File: config.mk
export PLATFORM = sky130hd
export DESIGN_NAME = mpcc_top
export DESIGN_NICKNAME = d
export VERILOG_FILES = /design/src/core/mpcc_pkg.sv /design/src/core/mpcc_region_if.sv /design/src/core/mpcc_region_match.sv /design/src/core/mpcc_top.sv
export SDC_FILE = /design/constraint.sdc
export NUM_CORES = 1
export LEC_CHECK = 0
export BUFFER_PORTS_ARGS = -buffer_cell sky130_fd_sc_hd__clkbuf_2
export CAP_MARGIN = 0
export CORE_MARGIN = 5
export CORE_UTILIZATION = 25
export CTS_CLUSTER_SIZE = 40
export DETAILED_ROUTE_END_ITERATION = 8
export PLACE_DENSITY = 0.44
export SETUP_SLACK_MARGIN = 0.5
export SLEW_MARGIN = 30
export SYNTH_ARGS = -nofsm -noshare
export SYNTH_HDL_FRONTEND = slang
export SYNTH_SLANG_ARGS = --single-unit
File: constraint.sdc
create_clock -name clock -period 8.96 [get_ports clock]
set_input_delay 2.688 -clock clock [delete_from_list [all_inputs] [get_ports clock]]
set_output_delay 2.688 -clock clock [all_outputs]
set_load 0.02 [all_outputs]
File: src/core/mpcc_pkg.sv
// mpcc_pkg: constants for the memory protection and cache control unit
// assumes: used by mpcc_top and mpcc_region_match, referenced as mpcc_pkg::name
package mpcc_pkg;
    localparam int NUM_AREAS = 8;
    // coprocessor register numbers
    localparam logic [3:0] REG_CONTROL = 4'h1;
    localparam logic [3:0] REG_CACHEABLE = 4'h2;
    localparam logic [3:0] REG_PERMISSION = 4'h5;
    localparam logic [3:0] REG_REGION = 4'h6;
    localparam logic [3:0] REG_FLUSH = 4'h7;
    // control register fields
    localparam int CTRL_CACHE_EN_BIT = 2;
    localparam int CTRL_PROTECTION_ON = 0;
    localparam logic [31:0] CTRL_RESET = 32'h0000_0000;
    localparam logic [31:0] CTRL_MASK = 32'h0000_0005;
    localparam logic [31:0] CACHEABLE_MASK = 32'h0000_00FF;
    localparam logic [31:0] PERMISSION_MASK = 32'h0000_FFFF;
    // region definition fields
    localparam int REGION_BASE_LSB = 12;
    localparam int REGION_BASE_W = 20;
    localparam int REGION_SIZE_LSB = 1;
    localparam int REGION_SIZE_W = 5;
    localparam int REGION_EN_BIT = 0;
    localparam logic [31:0] REGION_MASK = 32'hFFFF_F03F;
    localparam logic [4:0] SIZE_MIN_CODE = 5'h0B;
    // permission encodings
    localparam logic [1:0] AP_NONE = 2'h0;
    localparam logic [1:0] AP_SUPER = 2'h1;
    localparam logic [1:0] AP_USER_RO = 2'h2;
    localparam logic [1:0] AP_FULL = 2'h3;
    typedef enum logic [1:0] {MPCC_IDLE, MPCC_FLUSH} mpcc_flush_state_t;
endpackage : mpcc_pkg

File: src/core/mpcc_region_if.sv
// mpcc_region_if: carries one region's definition and the match answer
// assumes: one instance per area, driven by mpcc_top
`timescale 1ns/1ns
interface mpcc_region_if;
    logic [31:0] definition;
    logic [31:0] addr;
    logic hit;
    modport ctrl (output definition, output addr, input hit);
    modport match (input definition, input addr, output hit);
endinterface : mpcc_region_if

File: src/core/mpcc_region_match.sv
// mpcc_region_match: decides whether an address falls in one region
// assumes: definition word laid out as base/size/enable
`timescale 1ns/1ns
module mpcc_region_match (
    mpcc_region_if.match rgn
);
    logic [4:0] size_code;
    logic [31:0] mask;
    always_comb begin
        size_code = rgn.definition[mpcc_pkg::REGION_SIZE_LSB +: mpcc_pkg::REGION_SIZE_W];
        // size N covers 2^(N+1) bytes; code 31 covers all memory
        mask = (size_code == 5'h1F) ? 32'h0000_0000 : (32'hFFFF_FFFF << (size_code + 5'h01));
        rgn.hit = rgn.definition[mpcc_pkg::REGION_EN_BIT]
                  && (size_code >= mpcc_pkg::SIZE_MIN_CODE)
                  && (((rgn.addr ^ rgn.definition) & mask) == 32'h0000_0000);
    end
endmodule : mpcc_region_match

File: src/core/mpcc_top.sv
// mpcc_top: coprocessor-mapped protection and cache control registers
// assumes: core issues register transfers and memory accesses on the clock
// What this block does
// - control: cache enable bit 2, protection enable bit 0, reset zero
// - cacheable register: bit n marks area n cacheable, upper bits reserved
// - permission register: two bits per area at 2n+1:2n, upper bits reserved
// - permission codes: none, supervisor only, user read only, full
// - any write to flush register invalidates whole cache; nothing readable
// - eight region definitions, chosen by secondary selector on register 6
// - region base address in bits 31:12; bits 11:6 reserved
// - region size code in bits 5:1; codes 01011 to 11111 valid
// - region enable bit 0, cleared by reset; base and size undefined
// - overlapping regions: higher area number wins
// - protection on: access outside all enabled regions aborts
// - protection off: every access is non-cacheable
// - register transfers accepted only in privileged mode
`timescale 1ns/1ns
module mpcc_top #(
    parameter int NUM_AREAS = mpcc_pkg::NUM_AREAS
) (
    input wire logic clock,
    input wire logic sys_rst,
    input wire logic cp_valid,
    input wire logic cp_write,
    input wire logic cp_privileged,
    input wire logic [3:0] cp_reg_num,
    input wire logic [3:0] secondary_register_selector,
    input wire logic [31:0] cp_wdata,
    output logic [31:0] cp_rdata,
    output logic cp_accepted,
    input wire logic mem_valid,
    input wire logic [31:0] mem_addr,
    input wire logic mem_write,
    input wire logic mem_privileged,
    output logic mem_abort,
    output logic mem_cacheable,
    output logic cache_enable,
    output logic protection_on,
    output logic cache_invalidate
);
    logic [31:0] protection_cache_control_q;
    logic [31:0] protection_cache_control_d;
    logic [31:0] area_cacheable_flags_q;
    logic [31:0] area_cacheable_flags_d;
    logic [31:0] area_access_permissions_q;
    logic [31:0] area_access_permissions_d;
    // base and size sit apart from the enable so that only the enable needs a reset
    logic [30:0] region_cfg_q [NUM_AREAS];
    logic [30:0] region_cfg_d [NUM_AREAS];
    logic [NUM_AREAS-1:0] region_en_q;
    logic [NUM_AREAS-1:0] region_en_d;
    logic [31:0] region_word [NUM_AREAS];
    mpcc_pkg::mpcc_flush_state_t flush_state_q;
    mpcc_pkg::mpcc_flush_state_t flush_state_d;
    logic [31:0] rdata_q;
    logic [31:0] rdata_d;
    logic accepted_q;
    logic accepted_d;
    logic xfer_ok;
    logic [NUM_AREAS-1:0] hit;
    mpcc_region_if rgn [NUM_AREAS] ();

    for (genvar g = 0; g < NUM_AREAS; g++) begin : g_area
        // reserved bits are masked here so they read zero even before the first write
        assign region_word[g] = {region_cfg_q[g], region_en_q[g]} & mpcc_pkg::REGION_MASK;
        assign rgn[g].definition = region_word[g];
        assign rgn[g].addr = mem_addr;
        assign hit[g] = rgn[g].hit;
        mpcc_region_match u_match (
            .rgn(rgn[g])
        );
    end

    // unprivileged transfers are simply ignored; a read leaves the previous read word on cp_rdata
    assign xfer_ok = cp_valid && cp_privileged;

    always_comb begin
        protection_cache_control_d = protection_cache_control_q;
        area_cacheable_flags_d = area_cacheable_flags_q;
        area_access_permissions_d = area_access_permissions_q;
        region_cfg_d = region_cfg_q;
        region_en_d = region_en_q;
        flush_state_d = mpcc_pkg::MPCC_IDLE;
        if (xfer_ok && cp_write) begin
            case (cp_reg_num)
                mpcc_pkg::REG_CONTROL: begin
                    protection_cache_control_d = cp_wdata & mpcc_pkg::CTRL_MASK;
                end
                mpcc_pkg::REG_CACHEABLE: begin
                    area_cacheable_flags_d = cp_wdata & mpcc_pkg::CACHEABLE_MASK;
                end
                mpcc_pkg::REG_PERMISSION: begin
                    area_access_permissions_d = cp_wdata & mpcc_pkg::PERMISSION_MASK;
                end
                mpcc_pkg::REG_REGION: begin
                    if (secondary_register_selector < 4'(NUM_AREAS)) begin
                        region_cfg_d[secondary_register_selector[2:0]] = cp_wdata[31:1];
                        region_en_d[secondary_register_selector[2:0]] = cp_wdata[mpcc_pkg::REGION_EN_BIT];
                    end
                end
                mpcc_pkg::REG_FLUSH: begin
                    flush_state_d = mpcc_pkg::MPCC_FLUSH;
                end
                default: begin
                end
            endcase
        end
    end

    // read decode: the word is registered and held until the next privileged read
    always_comb begin
        rdata_d = rdata_q;
        accepted_d = xfer_ok;
        if (xfer_ok && !cp_write) begin
            case (cp_reg_num)
                mpcc_pkg::REG_CONTROL: rdata_d = protection_cache_control_q;
                mpcc_pkg::REG_CACHEABLE: rdata_d = area_cacheable_flags_q;
                mpcc_pkg::REG_PERMISSION: rdata_d = area_access_permissions_q;
                mpcc_pkg::REG_REGION: begin
                    rdata_d = (secondary_register_selector < 4'(NUM_AREAS)) ?
                        region_word[secondary_register_selector[2:0]] : 32'h0000_0000;
                end
                default: rdata_d = 32'h0000_0000;
            endcase
        end
    end

    // control, region enables and bus outputs start from known values
    always_ff @(posedge clock or posedge sys_rst) begin
        if (sys_rst) begin
            protection_cache_control_q <= mpcc_pkg::CTRL_RESET;
            flush_state_q <= mpcc_pkg::MPCC_IDLE;
            rdata_q <= 32'h0000_0000;
            accepted_q <= 1'b0;
            region_en_q <= '0;
        end else begin
            protection_cache_control_q <= protection_cache_control_d;
            flush_state_q <= flush_state_d;
            rdata_q <= rdata_d;
            accepted_q <= accepted_d;
            region_en_q <= region_en_d;
        end
    end

    // no reset here: these come up unknown and must be loaded before protection is enabled
    always_ff @(posedge clock) begin
        area_cacheable_flags_q <= area_cacheable_flags_d;
        area_access_permissions_q <= area_access_permissions_d;
        region_cfg_q <= region_cfg_d;
    end

    // access decision: highest-numbered hitting area sets the attributes
    logic sel_found;
    logic [2:0] sel_area;
    logic [1:0] sel_ap;
    logic perm_ok;
    always_comb begin
        sel_found = 1'b0;
        sel_area = 3'h0;
        for (int i = 0; i < NUM_AREAS; i++) begin
            if (hit[i]) begin
                sel_found = 1'b1;
                sel_area = 3'(i);
            end
        end
        sel_ap = area_access_permissions_q[2*sel_area +: 2];
        case (sel_ap)
            mpcc_pkg::AP_NONE: perm_ok = 1'b0;
            mpcc_pkg::AP_SUPER: perm_ok = mem_privileged;
            mpcc_pkg::AP_USER_RO: perm_ok = mem_privileged || !mem_write;
            mpcc_pkg::AP_FULL: perm_ok = 1'b1;
            default: perm_ok = 1'b0;
        endcase
    end

    assign protection_on = protection_cache_control_q[mpcc_pkg::CTRL_PROTECTION_ON];
    assign cache_enable = protection_cache_control_q[mpcc_pkg::CTRL_CACHE_EN_BIT];
    assign cache_invalidate = (flush_state_q == mpcc_pkg::MPCC_FLUSH);
    assign cp_rdata = rdata_q;
    assign cp_accepted = accepted_q;
    // combinational so the core can abort in the same cycle as the access
    assign mem_abort = mem_valid && protection_on && (!sel_found || !perm_ok);
    assign mem_cacheable = mem_valid && protection_on && sel_found
                           && area_cacheable_flags_q[sel_area];
endmodule : mpcc_top

======== Word level (Yosys, flattened, before mapping) ========
Cells that the tools add are included.
word-level totals
  flip-flop bits (word level) ............. 317
  input port bits ......................... 80
  output and inout port bits .............. 38
  word-level logic and storage cells ...... 163
operators by class
  add/sub/neg operators ................... 8
  magnitude comparators ................... 14
  equal/unequal tests ..................... 17
  shift-type cells ........................ 9
  muxes and demuxes ....................... 39
  bitwise operators ....................... 17
  reduce and logical (&&, ||, !) cells .... 44
operators with widths
  operator                 count
  $mux W32                 11
  $and A32 B32 Y32         8
  $logic_not A32 Y1        8
  $shl A32 B5 Y32 const A  8
  $xor A32 B32 Y32         8
  $bwmux W248              1
  $pmux W32 S4             1
  $bmux W32 S3             1
  $demux W31 S3            1
  $add A5 B1 Y5 const B    8
  $eq A5 B5 Y1 const B     8
  $ge A5 B4 Y1 const B     8
  $shiftx A32 B5 Y2        1
  $mux W31                 1
  $logic_and A1 B1 Y1      25
  $mux W3                  6
  $eq A4 B3 Y1 const B     3
  $mux W1                  12
  $bwmux W8                1
  $lt A3 B6 Y1 const B     1
  $reduce_and A2 Y1        3
  $eq A2 B1 Y1 const B     2
  $eq A2 B2 Y1 const B     2
  $eq A4 B1 Y1 const B     1
  15 further kinds         19

======== Longest topological paths before layout ========
Gate-level depths: netlist of run 1.
  depth after elaboration ................. 19
  depth in mapped cells ................... 17

======== Cells and area by module ========
From an unflattened synthesis of run 1, not the netlist that was laid out.
unflattened totals
  cells, all modules ...................... 1,489
  area total of the unflattened synthesis .. 17,018.8 um^2
modules (own cells, without submodules)
  module                                     times used  cells an instance  area an instance (um^2)  seq. area each (um^2)
  mpcc_top                                   1           600                10,267.3                 7,827.5
  mpcc_region_match (g_area[0].u_match ...)  3           112                864.6                    0.0
  mpcc_region_match (g_area[5].u_match ...)  3           110                835.8                    0.0
  mpcc_region_match (g_area[1].u_match)      1           117                827.0                    0.0
  mpcc_region_match (g_area[4].u_match)      1           106                823.3                    0.0

======== Worst setup path after synthesis of run 1 ========
No wires, ideal clock.
  path kind ............................... input to output
  start ................................... in mem_addr[14]
  end ..................................... out mem_abort
  arrival time ............................ 5,201 ps
  path slack .............................. 1,071 ps
  stages .................................. 13
  cell sequence ........................... buf_2 xnor2_1 o2111ai_1 nor4_1 nor3_1 nor4_2 a22oi_4 nand3_1 o221a_4 mux2i_1 a211oi_2 or3_1 nand3_1
between the ends
  longest elaborated chain between the ends .. 17
RTL lines
  what                                  RTL line                 text
  start, declared                       mpcc_top.sv:32           input wire logic [31:0] mem_addr,
  $xor A32 B32 Y32                      mpcc_region_match.sv:15  && (((rgn.addr ^ rgn.definition) & mask) == 32'h0000_0000);
  $and A32 B32 Y32                      mpcc_region_match.sv:15
  $logic_not A32 Y1                     mpcc_region_match.sv:15
  $logic_and A1 B1 Y1                   mpcc_region_match.sv:15
  $mux W1                               mpcc_top.sv:161          if (hit[i]) begin
  $mux W3 (6 in a row)                  mpcc_top.sv:161
  $shiftx A32 B5 Y2                     mpcc_top.sv:166          sel_ap = area_access_permissions_q[2*sel_area +: 2];
  $eq A2 B2 Y1 (tied with other cells)  mpcc_top.sv:167          case (sel_ap)
  $pmux W1 S4                           mpcc_top.sv:167
  $logic_not A1 Y1                      mpcc_top.sv:182          assign mem_abort = mem_valid && protection_on && (!sel_found || !perm_ok);
  $logic_or A1 B1 Y1 *                  mpcc_top.sv:182
  $logic_and A1 B1 Y1 *                 mpcc_top.sv:182
  end, declared                         mpcc_top.sv:35           output logic mem_abort,
Mark *: on every way between the ends. The rest lies on a longest branch, timed or not.

======== Worst setup path after layout of run 1 ========
  start ................................... in mem_addr[12]
  end ..................................... out mem_abort
The elaborated chain is that of the path after synthesis.

==> results.py, run 1 <==
metrics = {
    "global_routing": {
        "grt_pass1_wl_um": 97410,
        "grt_max_degree": 45,
        "grt_overflow": 0,
        "antenna_found_initial": 3,
        "grt_pass1_vias": 12438,
        "track_usage": 0.1980,
    },
    "drt": {
        "ant_nets": 0,
        "drt_iter0_markers": 1385,
        "route.detailed.drc": 0,
        "wl_um": 69520,
        "dr.pass1.iters": 6,
        "via_per_inst": 5.324,
        "dr_total_vias": 12603,
        "wl_per_cell_um": 29.37,
    },
    "synthesis": {
        "synthCells": 1376,
        "yosysSeqAreaShare": 0.4988,
        "netlist_area_um2": 15690,
        "syn_nets": 1504,
        "synth-seq-cells": 268,
        "synthFlopType": "edfxtp_1",
        "synth_area_leaders": "edfxtp_1 43%, dfrtp_1 7.0%, xor2_1 6.0%",
        "post_synth_num_cell_types": 92,
        "yosysTopAreaCellShare": 0.4286,
        "synth_edf_count": 224,
        "synth-async-reset-ratio": 0.1642,
        "synth_top_cell_by_area": "edfxtp_1",
        "yosys_warnings": 0,
        "syn_area_per_cell_um2": 11.41,
    },
    "die": {
        "die_w_um": 260.6,
        "io_pins": 118,
        "initial_core_util": 0.2534,
        "die_area_um2": 67890,
        "die_y_um": 260.6,
        "rows": 91,
        "core_area_um2": 61940,
    },
    "timing": {
        "fmax_mhz": 118.1,
        "drv_slew": 0,
        "worst_pin_slew_ns": 0.8402,
        "relSlewSlack": 0.4387,
        "layout_min_cycle_time_ns": 8.465,
        "rsz0062_at_grt": "yes",
        "postLayoutSetupSlackWorst_ns": 0.4949,
        "hold_viol": 0,
        "tns_ns": 0,
        "fin_crit_sh": 0.9448,
        "finClkSkew_ns": 0.01939,
        "setup_viol": 0,
    },
    "clocking": {
        "clock-sinks": 268,
        "root_buffer": "clkbuf_16",
        "cts_buffer_depth": 3,
        "cts_hold_buf": 0,
        "cts_buffers": 30,
        "cts_tree": "yes",
        "htreeDepth": 1,
        "clk_pin_slew_ns": 0.06,
        "clk-insertion-delay-late_ns": 0.58,
    },
    "layout": {
        "syn2layout_area_growth_pct": 22.23,
        "finalNetCount": 1633,
        "nFillCells": 6326,
        "drive_gt1_frac": 0.2269,
    },
    "placement": {
        "dp_slack_ns": 0.1655,
        "port_buffers": 117,
        "dpl.hpwl_um": 51000,
        "gp_congestion": 1.011,
    },
    "run_status": {
        "status": "complete, no violations",
    },
    "job": {
        "drv_cap": 0,
    },
    "setup_path": {
        "cp.required_ns": 6.27,
        "crit_fanout": 8,
        "crit_type": "input port to output port",
        "endpoint_kind": "output port",
        "arrival_ns": 5.78,
        "critPathLaunchType": "input port",
    },
    "hold_path": {
        "hold_path.class": "register to register",
    },
    "power_and_ir_drop": {
        "power_density_nw_per_um2": 158.0,
        "vdd_drop_max_uv": 133.4,
        "leakagePower_uw": 0.006999,
    },
}
critical path: stages:
cell and delay (ns):
buf_2 0.20, xnor2_4 0.26, nor2_1 0.14, nor4_2 0.31, a31oi_1 0.14, a211oi_2 0.46, a22oi_4 0.20, nand2b_4 0.15
o221a_4 0.23, mux2_4 0.32, a211oi_4 0.24, o32a_2 0.20, nand3_2 0.08, buf_6 0.14
report_power, final:
group	leakage, uW	internal [uW]	switching [uW]	total, uW
Clock	0.000526	843	534	1380
Combinational	0.00386	95.3	197	292
Sequential	0.00261	1360	5.53	1360
layout make-up:
type,count,area (um^2),area share
clock inverter,19,287.8,0.01500
timing repair buffer,176,1115,0.05812
inverter,58,221.5,0.01155
antenna,1,2.502,0.0001305
clock buffer,37,808.3,0.04214
sequential,268,7828,0.4081
multi-input combinational,971,7873,0.4104
tap,837,1047,0.05460
flip-flops by register name, summed over array words and instances (netlist names):
register	cells
region_en_q	8
area_cacheable_flags_q	8
cp_accepted	1
protection_cache_control_q	2
region_cfg_q	200
flush_state_q	1
cp_rdata	32
area_access_permissions_q	16
kinds of logic (layout without fill, tap and decap cells):
| kind of cell | count (synthesis) | count (layout) | synth area share |
|---|---|---|---|
| compound gates | 382 | 382 | 0.1778 |
| xor+xnor | 220 | 220 | 0.1268 |
| fa+ha+maj | 52 | 52 | 0.04082 |
| buf+inv | 137 | 290 | 0.04010 |
| flops | 268 | 268 | 0.4988 |
| mux | 20 | 20 | 0.01395 |
| other cells | 0 | 1 | 0 |
| simple gates | 297 | 297 | 0.1017 |
per-stage QoR:
step / area (um^2) / std cells / utilization / power [uW] / hold WS (ns)
final: 19180 / 2367 / 0.3097 / 3031 / 0.4894
after global routing: 19180 / 2366 / 0.3097 / 3123 / 0.5195
after CTS: 18620 / 2353 / 0.3007 / 3043 / 0.4942
after detailed placement: 17300 / 2296 / 0.2792 / 1657 / 0.4792
after global placement: 17290 / 2296 / 0.2792 / 1656 / 0.4768
after floorplan: 15690 / 1376 / - / 1526 / 0.4417
Yosys cell counts, drive strengths merged (15+ instances only):
master and count:
edfxtp 224, a22oi 119, xor2 111, xnor2 109, nand2 76, inv 58
o21ai 56, a21oi 51, ha 48, dfrtp 44, nor2 44, clkbuf 41
buf 38, nand4 35, nand3 30, a22o 21, nor3 19, nor2b 17
a31oi 15, nand2b 15, nor4 15, o22ai 15
layout by cell type, fill, tap and decap left out, types with 12 or more instances in the layout:
cell | netlist | final
nand2_1 | 74 | 74
inv_1 | 58 | 55
clkbuf_16 | 0 | 31
nand4_1 | 35 | 35
nor3_1 | 19 | 13
xnor2_2 | 3 | 13
nor2_1 | 44 | 41
a22oi_1 | 118 | 118
nand3_1 | 28 | 26
xor2_2 | 3 | 14
nor2b_1 | 16 | 15
edfxtp_1 | 224 | 224
a22o_1 | 21 | 21
ha_1 | 48 | 48
a31oi_1 | 13 | 13
xor2_1 | 107 | 92
a222oi_1 | 14 | 14
nand2b_1 | 13 | 12
o22ai_1 | 15 | 15
o21ai_0 | 51 | 49
xnor2_1 | 106 | 91
a21oi_1 | 51 | 50
clkbuf_2 | 0 | 93
dfrtp_1 | 44 | 44
buf_4 | 10 | 60
worst paths after layout:
| check | start | to | slack [ns] | cells past startpoint |
|---|---|---|---|---|
| min in group asynchronous | sys_rst | cp_rdata[9]$_DFFE_PP0P_ | 2.31 | 3 |
| max reg2reg | region_cfg_q[158]$_DFFE_PP_ | cp_rdata[4]$_DFFE_PP0P_ | 7.20 | 4 |
| max in group asynchronous | sys_rst | cp_rdata[19]$_DFFE_PP0P_ | 6.12 | 3 |
| min reg2reg | cp_rdata[0]$_DFFE_PP0P_ | cp_rdata[0]$_DFFE_PP0P_ | 0.49 | 2 |
| min | cp_rdata[0]$_DFFE_PP0P_ | cp_rdata[0]$_DFFE_PP0P_ | 0.49 | 2 |
| max | mem_addr[12] | mem_abort | 0.49 | 14 |
what timing repair did:
item | 4_1_cts | 5_1_grt
resized for setup | 35 | 104
pin swaps | 4 | 34
setup endpoints to repair | 2 | 2
buffers inserted | 1 | 13
per-layer routing:
metal	up-vias	GRT usage	part of all wire
met3	107	0.02128	0.057
li1	5478	-	-
met4	4	0.05430	0.032
met5	-	0	0.00036
met2	472	0.3326	0.48
met1	6542	0.2727	0.44
No activity file was read; power rests on OpenSTA's default activity.
==> run 2: changes to the inputs <==
ABC_AREA = 1   (was default)
SKIP_CTS_REPAIR_TIMING = 1   (was default)
==> run 2 against run 1 <==
  * Combinational power shrank 14%
  * Largest power group is now sequential cells
  * Via count grew 20%
  * Hold slack lost 0.010 ns
  * Die area grew 7.3%
  * Clock skew grew 0.016 ns
  * Synthesized area grew 7.6%
  * First-iteration DRC count grew 9.4%
  * Clock power shrank 7%
  * Flip-flop and latch count is the same
  * Critical path depth grew 12
  * Synthesized cell count grew 41%
==> results.py, run 2 <==
metrics = {
    "drt": {
        "wl_per_cell_um": 26.44,
        "wl_met2_um": 37460,
        "dr_total_vias": 15122,
        "top_layer_used": "met5",
        "route.met3.wl_um": 4853,
        "drt_iter0_markers": 1515,
        "dr.pass1.iters": 6,
        "ant_nets": 0,
        "wirelength_met1_um": 32810,
        "via_per_inst": 5.170,
        "wl_um": 77320,
        "route.detailed.drc": 0,
    },
    "die": {
        "core_area_um2": 67040,
        "die_w_um": 269.9,
        "die_y_um": 269.9,
        "rows": 95,
        "io_pins": 118,
        "initial_core_util": 0.2519,
        "die_area_um2": 72840,
    },
    "timing": {
        "postLayoutSetupSlackWorst_ns": 0.6974,
        "relSlewSlack": 0.4250,
        "finClkSkew_ns": 0.03511,
        "layout_min_cycle_time_ns": 8.263,
        "drv_slew": 0,
        "hold_viol": 0,
        "fin_crit_sh": 0.9222,
        "setup_viol": 0,
        "fmax_mhz": 121.0,
        "rsz0062_at_grt": "no",
        "tns_ns": 0,
        "worst_pin_slew_ns": 0.8616,
    },
    "setup_path": {
        "arrival_ns": 5.57,
        "crit_fanout": 19,
        "endpoint_kind": "output port",
        "crit_type": "register to output port",
        "r2r_cells": 5,
        "crit_top_cell": "nand2_1",
        "cp.required_ns": 6.27,
        "max_stage_delay_ns": 0.56,
        "slowest_stage": "ha_2",
        "r2r_slack_ns": 6.89,
        "r2r_start": "region_cfg_q[189]$_DFFE_PP_",
        "critPathLaunchType": "register",
        "startpoint": "region_cfg_q[125]$_DFFE_PP_",
    },
    "synthesis": {
        "yosysTopAreaCellShare": 0.3984,
        "yosys_warnings": 0,
        "synth_top_cell_by_area": "edfxtp_1",
        "synthTopCellsByCount": "439 x nand2_1, 224 x edfxtp_1, 182 x nand3_1",
        "synth_edf_count": 224,
        "synth_fa_ha_area_frac": 0.03557,
        "netlist_area_um2": 16880,
        "synth_area_leaders": "edfxtp_1 40%, nand2_1 9.8%, xor2_1 6.7%",
        "post_synth_num_cell_types": 49,
        "yosys.area_share.xor_xnor": 0.1020,
        "synth_compound_area_frac": 0.1075,
        "synth-simple-area-share": 0.2290,
        "synth-async-reset-ratio": 0.1642,
        "synthFlopType": "edfxtp_1",
        "yosysMostFrequentCell": "nand2_1",
        "synth_mux_area_frac": 0.0006669,
        "syn_nets": 2068,
        "yosysSeqAreaShare": 0.4636,
        "synth-seq-cells": 268,
        "synth_top_family_by_area": "simple AND/OR/NAND/NOR gates",
        "syn_area_per_cell_um2": 8.704,
        "synthCells": 1940,
    },
    "power_and_ir_drop": {
        "power_density_nw_per_um2": 147.8,
        "vdd_drop_max_uv": 130.8,
        "total_power_uw": 2889,
        "leakagePower_uw": 0.007924,
    },
    "placement": {
        "place_area_um2": 18490,
        "gp_congestion": 0.9439,
        "port_buffers": 117,
        "dpl.hpwl_um": 60120,
        "dp_slack_ns": 0.6290,
    },
    "layout": {
        "drive_gt1_frac": 0.1287,
        "finalNetCount": 2156,
        "layout_commonest_cell": "nand2_1",
        "fin_util": 0.2915,
        "antenna_cells": 0,
        "regMostFlops": "region_cfg_q",
        "largest_reg_flops": 200,
        "syn2layout_area_growth_pct": 15.73,
        "design_area_um2": 19540,
        "nFillCells": 7182,
        "final_cell_mix": "439 x nand2_1, 224 x edfxtp_1, 182 x nand3_1",
    },
    "clocking": {
        "root_buffer": "clkbuf_16",
        "clk_pin_slew_ns": 0.06,
        "cts_tree": "yes",
        "clock-sinks": 268,
        "clk-insertion-delay-late_ns": 0.60,
        "htreeDepth": 1,
        "cts_buffers": 31,
        "cts_buffer_depth": 3,
    },
    "global_routing": {
        "grt_pass1_wl_um": 109000,
        "track_usage": 0.2032,
        "grt_pass1_vias": 15169,
        "grt_overflow": 0,
        "antenna_found_initial": 3,
        "grt_max_degree": 45,
    },
    "hold_path": {
        "min_path_cells": 2,
        "hold_path.class": "register to register",
        "holdCritStartpoint": "cp_rdata[18]$_DFFE_PP0P_",
    },
    "run_status": {
        "status": "complete, no violations",
    },
    "job": {
        "drv_cap": 0,
    },
}
## run 2: cell families (layout without fill, tap and decap cells)
family / count (synthesis) / in the layout
compound gates: 279 / 279
xor+xnor: 195 / 195
fa+ha+maj: 48 / 48
buf+inv: 260 / 372
flops: 268 / 268
mux: 1 / 1
simple gates: 889 / 889
## run 2: where the power goes
part | internal, uW | total, uW | leakage, uW | switching (uW)
Sequential | 1360 | 1360 | 0.00258 | 4.37
Clock | 729 | 1280 | 0.000489 | 548
Combinational | 73.6 | 250 | 0.00485 | 177
Total | 2160 | 2890 | 0.00792 | 729
## run 2: worst max-delay path: cells and delay by family (launching register included)
family	cells	cell delay (ns)
AO/OA/AOI/OAI	1	0.08
AND/OR/NAND/NOR	18	2.82
flip-flops	1	0.53
adder cells (fa/ha/maj)	2	0.80
buffers and inverters	5	0.78
## run 2: final timing paths
| check | to |
|---|---|
| worst max-delay path | mem_cacheable |
| max in group asynchronous | cp_rdata[19]$_DFFE_PP0P_ |
| worst max register to register | cp_rdata[4]$_DFFE_PP0P_ |
| worst min-delay path | cp_rdata[18]$_DFFE_PP0P_ |
| worst min register to register | cp_rdata[18]$_DFFE_PP0P_ |
| min in group asynchronous | cp_rdata[8]$_DFFE_PP0P_ |
## run 2: cell type report
| cell class | count | area, um^2 | share of cell area |
|---|---|---|---|
| well taps | 873 | 1092 | 0.05590 |
| multi-input cells | 1412 | 8145 | 0.4168 |
| clock buffers | 34 | 797.0 | 0.04079 |
| inverters | 171 | 660.6 | 0.03381 |
| repair buffers | 144 | 808.3 | 0.04136 |
| clock inverters | 23 | 210.2 | 0.01076 |
| flip-flops and latches | 268 | 7828 | 0.4006 |
## run 2: metal layers
| layer | global-route usage | vias to the layer above |
|---|---|---|
| met5 | 0 | - |
| met4 | 0.05135 | 4 |
| met3 | 0.02967 | 117 |
| met2 | 0.3528 | 578 |
| met1 | 0.2667 | 7554 |
| li1 | - | 6869 |
## run 2: per-stage QoR
step           hold slack (ns)  std cells
2_1_floorplan           0.4711       1940
5_1_grt                 0.4994       2925
3_5_place_dp            0.4650       2866
3_3_place_gp            0.4637       2865
4_1_cts                 0.4824       2923
6_report                0.4794       2925
